## config.mk

```make
export PLATFORM = sky130hd
export DESIGN_NAME = tacs_i2c_slave
export DESIGN_NICKNAME = d
export VERILOG_FILES = /design/src/include/tacs_pkg.sv /design/src/design/tacs_sync.sv /design/src/design/tacs_cfg_decode.sv /design/src/design/tacs_i2c_slave.sv
export SDC_FILE = /design/constraint.sdc
export NUM_CORES = 1
export LEC_CHECK = 0
export BUFFER_PORTS_ARGS = -buffer_cell sky130_fd_sc_hd__buf_2
export CORE_MARGIN = 2
export CORE_UTILIZATION = 59
export CTS_CLUSTER_DIAMETER = 150
export DETAILED_ROUTE_END_ITERATION = 10
export PLACE_DENSITY = 0.93
export SYNTH_ARGS = -nofsm -noshare
export SYNTH_HDL_FRONTEND = slang
export SYNTH_SLANG_ARGS = --single-unit
```

## constraint.sdc

```tcl
create_clock -name i_clk -period 3.8 [get_ports i_clk]
set_input_delay 0.76 -clock i_clk [delete_from_list [all_inputs] [get_ports i_clk]]
set_output_delay 0.76 -clock i_clk [all_outputs]
set_load 0.03 [all_outputs]
```

## src/include/tacs_pkg.sv

```systemverilog
// Package of constants for the touch converter serial command slave
`default_nettype none
package tacs_pkg;
  // ==========================================================
  // Address layout
  localparam logic [4:0] TACS_ADDR_PREFIX = 5'h0B; // Arbitrary type prefix
  localparam int TACS_DIR_BIT = 0;
  localparam int TACS_SEL_LO_BIT = 1;
  localparam int TACS_SEL_HI_BIT = 2;
  localparam int TACS_PREFIX_LSB = 3;
  // ==========================================================
  // Command byte fields
  localparam int TACS_CFG_MSB = 7;
  localparam int TACS_CFG_LSB = 4;
  localparam int TACS_PD_MSB = 3;
  localparam int TACS_PD_LSB = 2;
  localparam int TACS_RES_BIT = 1;
  localparam logic [7:0] TACS_CMD_RESET = 8'h00;
  // ==========================================================
  // Config codes
  localparam logic [3:0] TACS_CFG_TEMP_A = 4'h0;
  localparam logic [3:0] TACS_CFG_BAT_A = 4'h1;
  localparam logic [3:0] TACS_CFG_AUX_A = 4'h2;
  localparam logic [3:0] TACS_CFG_TEMP_B = 4'h4;
  localparam logic [3:0] TACS_CFG_BAT_B = 4'h5;
  localparam logic [3:0] TACS_CFG_AUX_B = 4'h6;
  localparam logic [3:0] TACS_CFG_DRV_XM = 4'h8;
  localparam logic [3:0] TACS_CFG_DRV_YM = 4'h9;
  localparam logic [3:0] TACS_CFG_DRV_YPXM = 4'hA;
  localparam logic [3:0] TACS_CFG_MEAS_X = 4'hC;
  localparam logic [3:0] TACS_CFG_MEAS_Y = 4'hD;
  localparam logic [3:0] TACS_CFG_MEAS_Z1 = 4'hE;
  localparam logic [3:0] TACS_CFG_MEAS_Z2 = 4'hF;
  // Multiplexer input encodings
  localparam logic [3:0] TACS_MUX_NONE = 4'h0;
  localparam logic [3:0] TACS_MUX_TEMP_A = 4'h1;
  localparam logic [3:0] TACS_MUX_TEMP_B = 4'h2;
  localparam logic [3:0] TACS_MUX_BAT_A = 4'h3;
  localparam logic [3:0] TACS_MUX_BAT_B = 4'h4;
  localparam logic [3:0] TACS_MUX_AUX_A = 4'h5;
  localparam logic [3:0] TACS_MUX_AUX_B = 4'h6;
  localparam logic [3:0] TACS_MUX_Y_PLUS = 4'h7;
  localparam logic [3:0] TACS_MUX_X_PLUS = 4'h8;
  localparam logic [3:0] TACS_MUX_Y_MINUS = 4'h9;
  // ==========================================================
  // Serial engine states
  typedef enum logic [5:0] {
    TACS_IDLE = 6'b00_0001,
    TACS_RX = 6'b00_0010,
    TACS_ACK = 6'b00_0100,
    TACS_TX = 6'b00_1000,
    TACS_MACK = 6'b01_0000,
    TACS_IGNORE = 6'b10_0000
  } tacs_state_e;
endpackage
`default_nettype wire

```

## src/design/tacs_sync.sv

```systemverilog
// Two-stage synchroniser with edge detection for the bus pins
`default_nettype none
module tacs_sync (
  input wire logic i_clk, // System clock
  input wire logic i_resetn, // Synchronous reset, active low
  input wire logic i_pin, // Asynchronous pin level
  output logic o_level, // Synchronised level
  output logic o_rise, // One-cycle rise pulse
  output logic o_fall // One-cycle fall pulse
);
  logic meta;
  logic sync;
  logic last;

  // Two flip-flops, then one for edges
  always_ff @(posedge i_clk) begin
    if (!i_resetn) begin
      meta <= 1'b1;
      sync <= 1'b1;
      last <= 1'b1;
    end else begin
      meta <= i_pin;
      sync <= meta;
      last <= sync;
    end
  end

  // Edges seen by the second and third stage only
  assign o_level = sync;
  assign o_rise = sync & ~last;
  assign o_fall = ~sync & last;
endmodule
`default_nettype wire

```

## src/design/tacs_cfg_decode.sv

```systemverilog
// Decoder from config code to drivers, multiplexer and reference mode
`default_nettype none
module tacs_cfg_decode
  import tacs_pkg::*;
(
  input wire logic [3:0] i_cfg, // Config code
  output logic [3:0] o_mux, // Multiplexer input select
  output logic o_x_plus_drv, // X plus driver on
  output logic o_x_minus_drv, // X minus driver on
  output logic o_y_plus_drv, // Y plus driver on
  output logic o_y_minus_drv, // Y minus driver on
  output logic o_diff_ref, // Differential reference mode
  output logic o_convert, // Code asks for a conversion
  output logic o_temp, // Temperature channel
  output logic o_battery // Battery channel
);
  // Table lookup of the channel function
  always_comb begin
    o_mux = TACS_MUX_NONE;
    o_x_plus_drv = 1'b0;
    o_x_minus_drv = 1'b0;
    o_y_plus_drv = 1'b0;
    o_y_minus_drv = 1'b0;
    o_convert = 1'b1;
    o_temp = 1'b0;
    o_battery = 1'b0;
    o_diff_ref = i_cfg[3];
    case (i_cfg)
      TACS_CFG_TEMP_A: begin
        o_mux = TACS_MUX_TEMP_A;
        o_temp = 1'b1;
      end
      TACS_CFG_TEMP_B: begin
        o_mux = TACS_MUX_TEMP_B;
        o_temp = 1'b1;
      end
      TACS_CFG_BAT_A: begin
        o_mux = TACS_MUX_BAT_A;
        o_battery = 1'b1;
      end
      TACS_CFG_BAT_B: begin
        o_mux = TACS_MUX_BAT_B;
        o_battery = 1'b1;
      end
      TACS_CFG_AUX_A: o_mux = TACS_MUX_AUX_A;
      TACS_CFG_AUX_B: o_mux = TACS_MUX_AUX_B;
      TACS_CFG_DRV_XM: begin
        o_x_minus_drv = 1'b1;
        o_convert = 1'b0;
      end
      TACS_CFG_DRV_YM: begin
        o_y_minus_drv = 1'b1;
        o_convert = 1'b0;
      end
      TACS_CFG_DRV_YPXM: begin
        o_y_plus_drv = 1'b1;
        o_x_minus_drv = 1'b1;
        o_convert = 1'b0;
      end
      TACS_CFG_MEAS_X: begin
        o_mux = TACS_MUX_Y_PLUS;
        o_x_plus_drv = 1'b1;
        o_x_minus_drv = 1'b1;
      end
      TACS_CFG_MEAS_Y: begin
        o_mux = TACS_MUX_X_PLUS;
        o_y_plus_drv = 1'b1;
        o_y_minus_drv = 1'b1;
      end
      TACS_CFG_MEAS_Z1: begin
        o_mux = TACS_MUX_X_PLUS;
        o_x_minus_drv = 1'b1;
        o_y_plus_drv = 1'b1;
      end
      TACS_CFG_MEAS_Z2: begin
        o_mux = TACS_MUX_Y_MINUS;
        o_x_minus_drv = 1'b1;
        o_y_plus_drv = 1'b1;
      end
      default: o_convert = 1'b0; // Reserved codes drive nothing and start no conversion
    endcase
  end
endmodule
`default_nettype wire

```

## src/design/tacs_i2c_slave.sv

```systemverilog
// Serial bus command slave of the touch panel converter
// Functional notes
// - SDA falling while SCL high is a Start.
// - SDA rising while SCL high is a Stop, ending the transfer.
// - SDA steady while SCL high; changes then are conditions.
// - Bytes MSB first, one SCL pulse per bit, ninth bit acknowledge.
// - Same logic serves standard, fast and high-speed clock rates; here SCL low must outlast the three-clock SDA drive lag.
// - Acknowledger holds SDA low through the acknowledge SCL high.
// - No master acknowledge makes the device release SDA.
// - First byte is address: prefix, two select bits, direction.
// - Select bits come from the two address pins.
// - Address LSB one reads, zero writes.
// - Acknowledge only after prefix and select bits matched.
// - In receive mode acknowledge address and accepted bytes.
// - After a read address, shift data out on master SCL.
// - Repeated Start ends one transfer and begins the next.
// - Command byte sets channel, function and later power state.
// - Codes with MSB zero: single-ended, drivers off; all but 0011 and 0111 measure channels.
// - Codes 1000 to 1010 switch drivers only, differential.
// - Battery divider on only while sampling a battery channel.
// - Temperature bias on only while acquiring a temperature channel.
// - Power bits set reference, converter and pen interrupt enable.
// - Resolution bit zero is 12-bit, one is 8-bit.
// - Only first command byte of a write is acknowledged.
// - Read sends upper eight bits, then low four and zeros.
`default_nettype none
module tacs_i2c_slave
  import tacs_pkg::*;
(
  input wire logic i_clk, // System clock, 10 MHz
  input wire logic i_resetn, // Synchronous reset, active low
  input wire logic i_scl, // Bus clock pin
  input wire logic i_sda, // Bus data pin level
  output logic o_sda, // Bus data drive value, always low
  output logic o_sda_oe, // Bus data pull-down enable
  input wire logic i_addr_select_hi, // Board-tied select bit high
  input wire logic i_addr_select_lo, // Board-tied select bit low
  input wire logic [11:0] i_result, // Converter result
  input wire logic i_conv_done, // Converter finished, same clock
  output logic [3:0] o_mux_sel, // Multiplexer input select
  output logic o_x_plus_drv, // X plus driver
  output logic o_x_minus_drv, // X minus driver
  output logic o_y_plus_drv, // Y plus driver
  output logic o_y_minus_drv, // Y minus driver
  output logic o_diff_ref, // Differential reference mode
  output logic o_acquire, // Acquisition period active
  output logic o_convert_start, // One-cycle conversion start
  output logic o_battery_div_en, // Battery input divider enable
  output logic o_temp_bias_en, // Temperature diode bias enable
  output logic o_res_8bit, // Resolution: 1 for 8-bit
  output logic o_ref_on, // Internal reference on
  output logic o_adc_on, // Converter kept powered
  output logic o_pen_irq_en, // Pen touch interrupt enabled
  output logic [7:0] o_operation_command // Last accepted command
);
  // ==========================================================
  // Pin synchronisation
  logic scl;
  logic scl_rise;
  logic scl_fall;
  logic sda;
  logic sda_rise;
  logic sda_fall;
  logic sda_drop;
  logic start_cond;
  logic stop_cond;

  tacs_sync u_scl_sync (
    .i_clk(i_clk),
    .i_resetn(i_resetn),
    .i_pin(i_scl),
    .o_level(scl),
    .o_rise(scl_rise),
    .o_fall(scl_fall)
  );

  tacs_sync u_sda_sync (
    .i_clk(i_clk),
    .i_resetn(i_resetn),
    .i_pin(i_sda),
    .o_level(sda),
    .o_rise(sda_rise),
    .o_fall(sda_fall)
  );

  // Pin straps caught by a two-flop chain
  logic [1:0] sel_meta;
  logic [1:0] sel_sync;
  always_ff @(posedge i_clk) begin
    if (!i_resetn) begin
      sel_meta <= 2'h0;
      sel_sync <= 2'h0;
    end else begin
      sel_meta <= {i_addr_select_hi, i_addr_select_lo};
      sel_sync <= sel_meta;
    end
  end

  // Bus conditions: SDA edge while SCL high
  assign start_cond = sda_fall & scl;
  assign stop_cond = sda_rise & scl;
  // Edge-sampled design: SDA drive lags an SCL fall by three clocks, so SCL low must last longer
  assign sda_drop = 1'b0;

  // ==========================================================
  // Serial engine
  tacs_state_e state;
  logic [2:0] bit_cnt;
  logic [7:0] shreg;
  logic addr_phase;
  logic is_read;
  logic cmd_taken;
  logic ack_this;
  logic tx_low_half;
  logic [7:0] tx_byte;
  logic byte_done;
  logic [7:0] rx_byte;
  logic addr_match;
  logic cmd_strobe;
  logic tx_done;
  logic mack_seen;
  logic ack_slot;
  logic [7:0] tx_next;

  assign rx_byte = {shreg[6:0], sda};
  assign byte_done = scl_rise && (bit_cnt == 3'h7);
  assign addr_match =
    (rx_byte[7:TACS_PREFIX_LSB] == TACS_ADDR_PREFIX) &&
    (rx_byte[TACS_SEL_HI_BIT:TACS_SEL_LO_BIT] == sel_sync);
  assign cmd_strobe = (state == TACS_RX) && byte_done && !addr_phase &&
    !is_read && !cmd_taken;
  assign tx_byte = tx_low_half ? {i_result[3:0], 4'h0} :
    i_result[11:4];
  // Byte that follows a master acknowledge
  assign tx_next = tx_low_half ? i_result[11:4] :
    {i_result[3:0], 4'h0};

  // State transitions, sampled on SCL edges
  always_ff @(posedge i_clk) begin
    if (!i_resetn) begin
      state <= TACS_IDLE;
    end else if (start_cond) begin
      state <= TACS_RX;
    end else if (stop_cond) begin
      state <= TACS_IDLE;
    end else begin
      case (state)
        TACS_IDLE: state <= TACS_IDLE;
        TACS_RX: begin
          if (byte_done) begin
            if (addr_phase && !addr_match) begin
              state <= TACS_IGNORE;
            end else begin
              state <= TACS_ACK;
            end
          end
        end
        TACS_ACK: begin
          if (scl_fall && ack_slot) begin
            state <= is_read ? TACS_TX : TACS_RX;
          end
        end
        TACS_TX: begin
          if (scl_fall && (bit_cnt == 3'h0) && tx_done) begin
            state <= TACS_MACK;
          end
        end
        TACS_MACK: begin
          if (scl_rise) begin
            state <= sda ? TACS_IGNORE : TACS_MACK;
          end else if (scl_fall && mack_seen) begin
            state <= TACS_TX;
          end
        end
        TACS_IGNORE: state <= TACS_IGNORE;
        default: state <= TACS_IDLE;
      endcase
    end
  end

  // Acknowledge slot opens on the fall after the eighth bit
  always_ff @(posedge i_clk) begin
    if (!i_resetn || start_cond) begin
      ack_slot <= 1'b0;
    end else if (state == TACS_ACK) begin
      if (scl_fall) begin
        ack_slot <= 1'b1;
      end
    end else begin
      ack_slot <= 1'b0;
    end
  end

  // Transmit completion and master acknowledge tracking
  always_ff @(posedge i_clk) begin
    if (!i_resetn || start_cond) begin
      tx_done <= 1'b0;
      mack_seen <= 1'b0;
    end else begin
      if (state == TACS_TX && scl_rise && bit_cnt == 3'h7) begin
        tx_done <= 1'b1;
      end else if (state != TACS_TX) begin
        tx_done <= 1'b0;
      end
      if (state == TACS_MACK && scl_rise) begin
        mack_seen <= ~sda;
      end else if (state != TACS_MACK) begin
        mack_seen <= 1'b0;
      end
    end
  end

  // Bit counter and receive shift register
  always_ff @(posedge i_clk) begin
    if (!i_resetn || start_cond) begin
      bit_cnt <= 3'h0;
      shreg <= 8'h00;
    end else if ((state == TACS_RX || state == TACS_TX) && scl_rise) begin
      bit_cnt <= bit_cnt + 3'h1;
      shreg <= rx_byte;
    end else if (state == TACS_ACK || state == TACS_MACK) begin
      bit_cnt <= 3'h0;
    end
  end

  // Transfer bookkeeping: address phase, direction, command taken
  always_ff @(posedge i_clk) begin
    if (!i_resetn) begin
      addr_phase <= 1'b1;
      is_read <= 1'b0;
      cmd_taken <= 1'b0;
      ack_this <= 1'b0;
    end else if (start_cond) begin
      addr_phase <= 1'b1;
      cmd_taken <= 1'b0;
      ack_this <= 1'b0;
    end else if (state == TACS_RX && byte_done) begin
      if (addr_phase) begin
        is_read <= rx_byte[TACS_DIR_BIT];
        ack_this <= addr_match;
        addr_phase <= 1'b0;
      end else begin
        ack_this <= !cmd_taken;
        cmd_taken <= 1'b1;
      end
    end
  end

  // Read half selector: upper then lower, repeating
  always_ff @(posedge i_clk) begin
    if (!i_resetn || start_cond) begin
      tx_low_half <= 1'b0;
    end else if (state == TACS_MACK && scl_fall && mack_seen) begin
      tx_low_half <= ~tx_low_half;
    end
  end

  // SDA pull-down, changed only after SCL falls
  always_ff @(posedge i_clk) begin
    if (!i_resetn || start_cond || stop_cond) begin
      o_sda_oe <= 1'b0;
    end else begin
      case (state)
        TACS_ACK: begin
          if (scl_fall) begin
            o_sda_oe <= ack_slot ? (is_read & ~tx_byte[7]) :
              (ack_this | sda_drop);
          end
        end
        TACS_TX: begin
          if (scl_fall) begin
            o_sda_oe <= (bit_cnt == 3'h0 && tx_done) ? 1'b0 :
              ~tx_byte[3'h7 - bit_cnt];
          end
        end
        TACS_MACK: begin
          if (scl_fall) begin
            o_sda_oe <= mack_seen & ~tx_next[7];
          end
        end
        default: o_sda_oe <= 1'b0;
      endcase
    end
  end
  assign o_sda = 1'b0;

  // ==========================================================
  // Command register and acquisition
  logic [3:0] cfg;
  logic [3:0] dec_mux;
  logic dec_xp;
  logic dec_xm;
  logic dec_yp;
  logic dec_ym;
  logic dec_diff;
  logic dec_conv;
  logic dec_temp;
  logic dec_bat;
  logic [1:0] pd_bits;
  logic cmd_pending;
  logic conv_busy;

  assign cfg = o_operation_command[TACS_CFG_MSB:TACS_CFG_LSB];
  assign pd_bits = o_operation_command[TACS_PD_MSB:TACS_PD_LSB];

  tacs_cfg_decode u_cfg_decode (
    .i_cfg(cfg),
    .o_mux(dec_mux),
    .o_x_plus_drv(dec_xp),
    .o_x_minus_drv(dec_xm),
    .o_y_plus_drv(dec_yp),
    .o_y_minus_drv(dec_ym),
    .o_diff_ref(dec_diff),
    .o_convert(dec_conv),
    .o_temp(dec_temp),
    .o_battery(dec_bat)
  );

  // Command capture on the eighth bit of the first data byte
  always_ff @(posedge i_clk) begin
    if (!i_resetn) begin
      o_operation_command <= TACS_CMD_RESET;
      o_res_8bit <= 1'b0;
    end else if (cmd_strobe) begin
      o_operation_command <= rx_byte;
      o_res_8bit <= rx_byte[TACS_RES_BIT];
    end
  end

  // Acquisition from command end until Stop or repeated Start
  always_ff @(posedge i_clk) begin
    if (!i_resetn) begin
      cmd_pending <= 1'b0;
      o_acquire <= 1'b0;
      o_convert_start <= 1'b0;
    end else begin
      o_convert_start <= 1'b0;
      if (cmd_strobe) begin
        cmd_pending <= 1'b1;
      end else if (cmd_pending && scl_fall) begin
        cmd_pending <= 1'b0;
        o_acquire <= 1'b1;
      end else if (o_acquire && (start_cond || stop_cond)) begin
        o_acquire <= 1'b0;
        o_convert_start <= dec_conv;
      end
    end
  end

  // Drivers, multiplexer and bias enables follow the command
  always_ff @(posedge i_clk) begin
    if (!i_resetn) begin
      o_mux_sel <= TACS_MUX_NONE;
      o_x_plus_drv <= 1'b0;
      o_x_minus_drv <= 1'b0;
      o_y_plus_drv <= 1'b0;
      o_y_minus_drv <= 1'b0;
      o_diff_ref <= 1'b0;
      o_battery_div_en <= 1'b0;
      o_temp_bias_en <= 1'b0;
    end else begin
      o_mux_sel <= o_acquire ? dec_mux : TACS_MUX_NONE;
      o_x_plus_drv <= dec_xp & (o_acquire | conv_busy | ~dec_conv);
      o_x_minus_drv <= dec_xm & (o_acquire | conv_busy | ~dec_conv);
      o_y_plus_drv <= dec_yp & (o_acquire | conv_busy | ~dec_conv);
      o_y_minus_drv <= dec_ym & (o_acquire | conv_busy | ~dec_conv);
      o_diff_ref <= dec_diff;
      o_battery_div_en <= dec_bat & o_acquire;
      o_temp_bias_en <= dec_temp & o_acquire;
    end
  end

  // Conversion busy, cleared by the converter
  always_ff @(posedge i_clk) begin
    if (!i_resetn) begin
      conv_busy <= 1'b0;
    end else if (o_convert_start) begin
      conv_busy <= 1'b1;
    end else if (i_conv_done) begin
      conv_busy <= 1'b0;
    end
  end

  // Power state latched at end of command transfer
  always_ff @(posedge i_clk) begin
    if (!i_resetn) begin
      o_ref_on <= 1'b0;
      o_adc_on <= 1'b0;
      o_pen_irq_en <= 1'b1;
    end else if (o_acquire && (start_cond || stop_cond)) begin
      o_ref_on <= pd_bits[1];
      o_adc_on <= pd_bits[0];
      o_pen_irq_en <= ~pd_bits[0];
    end
  end
endmodule
`default_nettype wire

```

; Word-level counts from Yosys, hierarchy flattened
; Cells that the tools add are included.
[totals]
latch_bits = 0
rom_bits = 0
register_bits = 62
wordCells = 204
out_inout_bits = 27
in_bits = 19
memories = 0
ramBits = 0
[op_classes]
shift = 0
muxes = 42
magnitude_cmp = 1
n_eq_ne = 33
n_bitwise = 32
n_div = 0
addsub = 2
n_reduce_logical = 56
n_mul = 0
[ops]
columns = operator, n
row1 = 2-to-1 mux 6 bit, 7
row2 = case mux 4 bit (9 select lines), 1
row3 = case mux 6 bit (5 select lines), 1
row4 = == test 4 bit (second input constant), 7
row5 = 2-to-1 mux 1 bit, 24
row6 = logical AND 1 bit, 20
row7 = 2-to-1 mux 8 bit, 2
row8 = inverter 1 bit, 16
row9 = AND 1 bit, 14
row10 = == test 4 x 3 -> 1 bit (second input constant), 3
row11 = != test 2 bit (second input constant), 6
row12 = != test 4 bit (second input constant), 3
row13 = nonzero test 2 bit, 6
row14 = OR reduction 2 bit, 6
row15 = OR reduction 10 bit, 1
row16 = AND reduction 4 bit, 2
row17 = OR reduction 4 bit, 2
row18 = == test 6 x 2 -> 1 bit (second input constant), 1
row19 = == test 6 x 3 -> 1 bit (second input constant), 1
row20 = == test 6 x 4 -> 1 bit (second input constant), 1
row21 = == test 6 x 5 -> 1 bit (second input constant), 1
row22 = == test 6 bit (second input constant), 1
row23 = 2-to-1 mux 3 bit, 2
row24 = != test 6 x 4 -> 1 bit (second input constant), 1
row25 = other kinds (24), 37

; Logic depth before layout (Yosys ltp)
[logic_depth]
word_depth = 9
depth_mapped = 7
mapped_depth_nobuf = 7

; Hierarchy
; A second synthesis with hierarchy kept.
[unflattened]
hier_cells = 298
area_unflattened_um2 = 2811.4
[by_module_without_submodules]
columns = mod, area_each_um2, cells_per_inst, seq_area_each_um2, n_inst
row1 = tacs_i2c_slave, 2406.1, 253, 1101.1, 1
row2 = tacs_cfg_decode, 222.7, 29, 0.0, 1
row3 = tacs_sync, 91.3, 8, 60.1, 2

; Least setup slack after synthesis
; Ideal clock, no wire load.
[synth_path]
path_kind = input port to flip-flop
startpoint = in i_result[4]
endpoint = reg o_sda_oe
path_slack_ns = 1.970
path_stages = 5
path_buffers = 0
setup_ns = 0.074
arrival_time_ns = 1.756
required_time_ns = 3.726
cell_sequence = mux4_2 -> nand3b_1 -> nand2_1 -> or3_1 -> a31oi_1
[synth_between]
elab_chain_len = 7
[synth_lines]
columns = item, line
row1 = from (decl), tacs_i2c_slave.sv:38  ; input wire logic [11:0] i_result,
row2 = 2-to-1 mux 8 bit, tacs_i2c_slave.sv:132  ; assign tx_byte = tx_low_half ? {i_result[3:0], 4'h0} :
row3 = binary-select mux 1 bit (select 3 bit), tacs_i2c_slave.sv:273  ; ~tx_byte[3'h7 - bit_cnt];
row4 = 2-to-1 mux 1 bit (implied by the code), tacs_i2c_slave.sv:273
row5 = inverter 1 bit, tacs_i2c_slave.sv:273
row6 = 2-to-1 mux 1 bit, tacs_i2c_slave.sv:272  ; o_sda_oe <= (bit_cnt == 3'h0 && tx_done) ? 1'b0 :
row7 = 2-to-1 mux 1 bit, tacs_i2c_slave.sv:271  ; if (scl_fall) begin
row8 = case mux 1 bit (3 select lines), tacs_i2c_slave.sv:263  ; case (state)
row9 = to (signal assigned), tacs_i2c_slave.sv:266  ; o_sda_oe <= ack_slot ? (is_read & ~tx_byte[7]) :
row10 = to (signal assigned), tacs_i2c_slave.sv:272
row11 = to (signal assigned), tacs_i2c_slave.sv:278  ; o_sda_oe <= mack_seen & ~tx_next[7];
row12 = to (decl), tacs_i2c_slave.sv:35  ; output logic o_sda_oe,
; Every way passes these cells. The select of a mux whose other input is x is not followed.
; A chain may end at the register's enable or synchronous reset.

; Worst setup path after layout
[layout_path]
startpoint = reg state[1]
endpoint = reg bit_cnt[0]
[layout_between]
elab_chain_len = 4
word_cells_on_any_way = 9
cone_classes = eq/ne (4) / mux (1) / reduce/logical (4)
[layout_lines]
columns = item, line
row1 = from (decl), tacs_i2c_slave.sv:107  ; tacs_state_e state;
row2 = from (signal assigned), tacs_i2c_slave.sv:160  ; state <= is_read ? TACS_TX : TACS_RX;
row3 = from (signal assigned), tacs_i2c_slave.sv:170  ; state <= sda ? TACS_IGNORE : TACS_MACK;
row4 = == test 6 x 2 -> 1 bit / == test 6 x 4 -> 1 bit (equally long branches), tacs_i2c_slave.sv:218  ; end else if ((state == TACS_RX || state == TACS_TX) && scl_rise) begin
row5 = logical OR 1 bit, tacs_i2c_slave.sv:218
row6 = logical AND 1 bit, tacs_i2c_slave.sv:218
row7 = 2-to-1 mux 3 bit / nonzero test 2 bit (equally long branches), n/a
row8 = to (signal assigned), tacs_i2c_slave.sv:219  ; bit_cnt <= bit_cnt + 3'h1;
row9 = to (decl), tacs_i2c_slave.sv:108  ; logic [2:0] bit_cnt;
; Several ways; a longest one is shown, not always the timed one.

==> run summary <==
Vias/cell - 5.95
Initial Util - 61.6%
Logic pwr share - 3.0%
Vias in the first global route - 2,158
Row cnt - 24
Worst-path maximum fanout - 12
Number of buffers added for setup after CTS - 0
H-tree depth - 3
Root buffer cell - clkbuf_8
Die outline width - 71.7 um
Clock sinks - 61
TritonCTS clock tree - built
Crit Path Class - flop to flop
Hold buffers post-CTS - 0
Routability Congestion - 1.07
Syn nets - 308
Port Buf Inserts - 44
Rel. slew slack - 53.6%
Global-route wire length before repair - 9900 um
Startpoint types - flop
Final net count - 348
Avg Cell Area, Syn - 9.45 um^2
Highest Clock Rate - 462 MHz
Final Skew - 0.0102 ns
Initial DRC count - 286
RSZ-0062 raised after global routing - no
Max-cap violations - 0
Max clock buf depth - 2
Critical Path RT - 4.08 ns
Clock power share - 49.2%
Die area - 0.00514 mm^2
Ys async rst share - 0%
Period utilization - 56.9%
P_int - 0.00107 W
Worst hold path type - flop to flop
Total CTS buffers - 9
Worst vdd ir - 0.345 mV
Post-Syn Area - 0.00270 mm^2
Switching part of the total - 21.4%
Crit path arrival time - 2.44 ns
# IOs - 46
Sequential Power Share - 47.8%
Post-cts resize count - 0
Initial antenna violation count - 0
Post-detail-place hpwl - 4000 um
Final setup viols - 0
Power Density - 433 mW/mm^2
Core area - 0.00438 mm^2
Routed Antenna Nets - 0
Final wirelength - 6030 um
Largest net degree at the start of global routing - 35
Wire length per cell - 15.7 um
Worst path buffer plus inverter count - 1
Outcome - completed
Clock Latency Late Sink - 0.35 ns
Area grow syn2layout - 16.2%
Slowest CP cell - nor4_2
Worst-Margin Slew - 0.686 ns
Pre-CTS setup slack - 1.62 ns
Reg clk slew, reported paths - 0.07 ns
Via total after detailed routing - 2,277
Final setup TNS - 0 ns
Hold slack - 0.406 ns
Slew Limit Fails - 0
GRT overflow - 0
Synth Register Bits - 61
Post-synth EDFFs - 0
Net Sw Power - 0.000290 W
Top delay family on crit path - simple AND/OR/NAND/NOR gates
P_leak - 1.30 nW
Most used DFF post-synth - dfxtp_1
Synth warnings - 0
TritonRoute pass-1 iters - 9
CP endpoint kind - flop
Distinct cell type count after synthesis - 52
Final core utilization - 71.6%
# DRC - 0
Tmin final - 2.16 ns
# diodes - 0
Die span in y - 71.7 um
Max incr delay on CP - 0.48 ns
Share of cells above drive strength 1 - 21.5%
CP Cell Sequence - nor4_2 -> nand3_1 -> a21oi_1 -> buf_4 -> mux2_2 -> nor2_1
Sequential area share after synthesis - 45.2%
Fin. Hold Viols - 0
Final WS setup - 1.64 ns
Total GRT Usage - 24.9%
Mapped Cells - 286
## area by class of cell
cell class | count | area, um^2
tap | 52 | 65.1
multi-input combinational | 199 | 1350
timing repair buffer | 46 | 235
fill | 330 | 1250
sequential | 61 | 1220
clock buffer | 11 | 151
inverter | 9 | 33.8
clock inverter | 5 | 81.3
## per-stage QoR
| step | total power, W | instance area, um^2 | instances |
|---|---|---|---|
| after floorplan | 0.000688 | 2700 | 286 |
| after global placement | 0.000701 | 2910 | 367 |
| after detailed placement | 0.000703 | 2910 | 367 |
| after CTS | 0.00136 | 3140 | 383 |
| after global routing | 0.00139 | 3140 | 383 |
| final | 0.00136 | 3140 | 383 |
## final timing paths
path | start | to | slack (ns) | depth (start not counted)
worst max register to register | state[1]$_SDFFE_PN0P_ | bit_cnt[0]$_SDFFE_PP0P_ | 1.64 | 6
worst max-delay path | state[1]$_SDFFE_PN0P_ | bit_cnt[0]$_SDFFE_PP0P_ | 1.64 | 6
worst min register to register | u_scl_sync.meta$_SDFF_PN1_ | u_scl_sync.o_level$_SDFF_PN1_ | 0.41 | 1
worst min-delay path | u_scl_sync.meta$_SDFF_PN1_ | u_scl_sync.o_level$_SDFF_PN1_ | 0.41 | 1
## placed cells by master (no fill, tap or decap), drive strengths merged, types with 3 or more instances in the layout
cell / count
ha: 3
a31oi: 4
nor2: 24
clkbuf: 11
nor4: 5
and2: 5
nand2b: 9
xor2: 5
a211oi: 3
buf: 46
mux2i: 24
a21oi: 16
nand3: 12
nor2b: 14
inv: 10
nand2: 23
nor3: 7
nand4: 3
nand3b: 6
dfxtp: 61
o21ai: 6
## logic make-up after synthesis
| logic type | after synthesis | share of synthesized area (%) |
|---|---|---|
| buf+inv | 26 | 4.82 |
| mux | 27 | 11.0 |
| other cells | 1 | 0.139 |
| flops | 61 | 45.2 |
| simple gates | 119 | 25.1 |
| fa+ha+maj | 3 | 1.39 |
| compound gates | 44 | 10.7 |
| xor+xnor | 5 | 1.62 |
## cell usage after synthesis, types with 4 or more instances
library cell  count  area, um^2
mux2i_1          24         240
dfxtp_1          61        1220
a21oi_1          16        80.1
inv_1             9        33.8
and2_1            5        31.3
clkbuf_1          9        33.8
a31oi_1           4        25.0
nor3_1            7        35.0
nand2b_1          9        56.3
xor2_1            5        43.8
nand3_1          12        60.1
nand2_1          23        86.3
nor2b_1          14        87.6
o21ai_0           5        25.0
nand3b_1          6        45.0
nor2_1           24        90.1
buf_4             4        30.0
## flip-flops by register name, indices dropped and copies added (netlist names), 2 cells and up
register	flops
sel_sync	2
o_mux_sel	4
o_operation_command	8
shreg	7
sel_meta	2
state	6
bit_cnt	3
## metal layers
metal	vias to the layer above	global-route usage [%]	share of wire, %
met3	22	7.31	8.3
met2	131	39.0	46
met5	-	0	0
li1	1083	-	-
met1	1041	30.7	42
met4	0	14.3	3.2
## power groups by stage
| stage | registers, W | clock network (W) | logic, W |
|---|---|---|---|
| 6_report | 0.000649 | 0.000669 | 0.0000406 |
| 5_1_grt | 0.000649 | 0.000696 | 0.0000449 |
| 4_1_cts | 0.000649 | 0.000669 | 0.0000404 |
| 3_5_place_dp | 0.000663 | 0 | 0.0000398 |
| 3_3_place_gp | 0.000663 | 0 | 0.0000383 |
| 2_1_floorplan | 0.000661 | 0 | 0.0000270 |
Power figures use the tool's default switching activity.
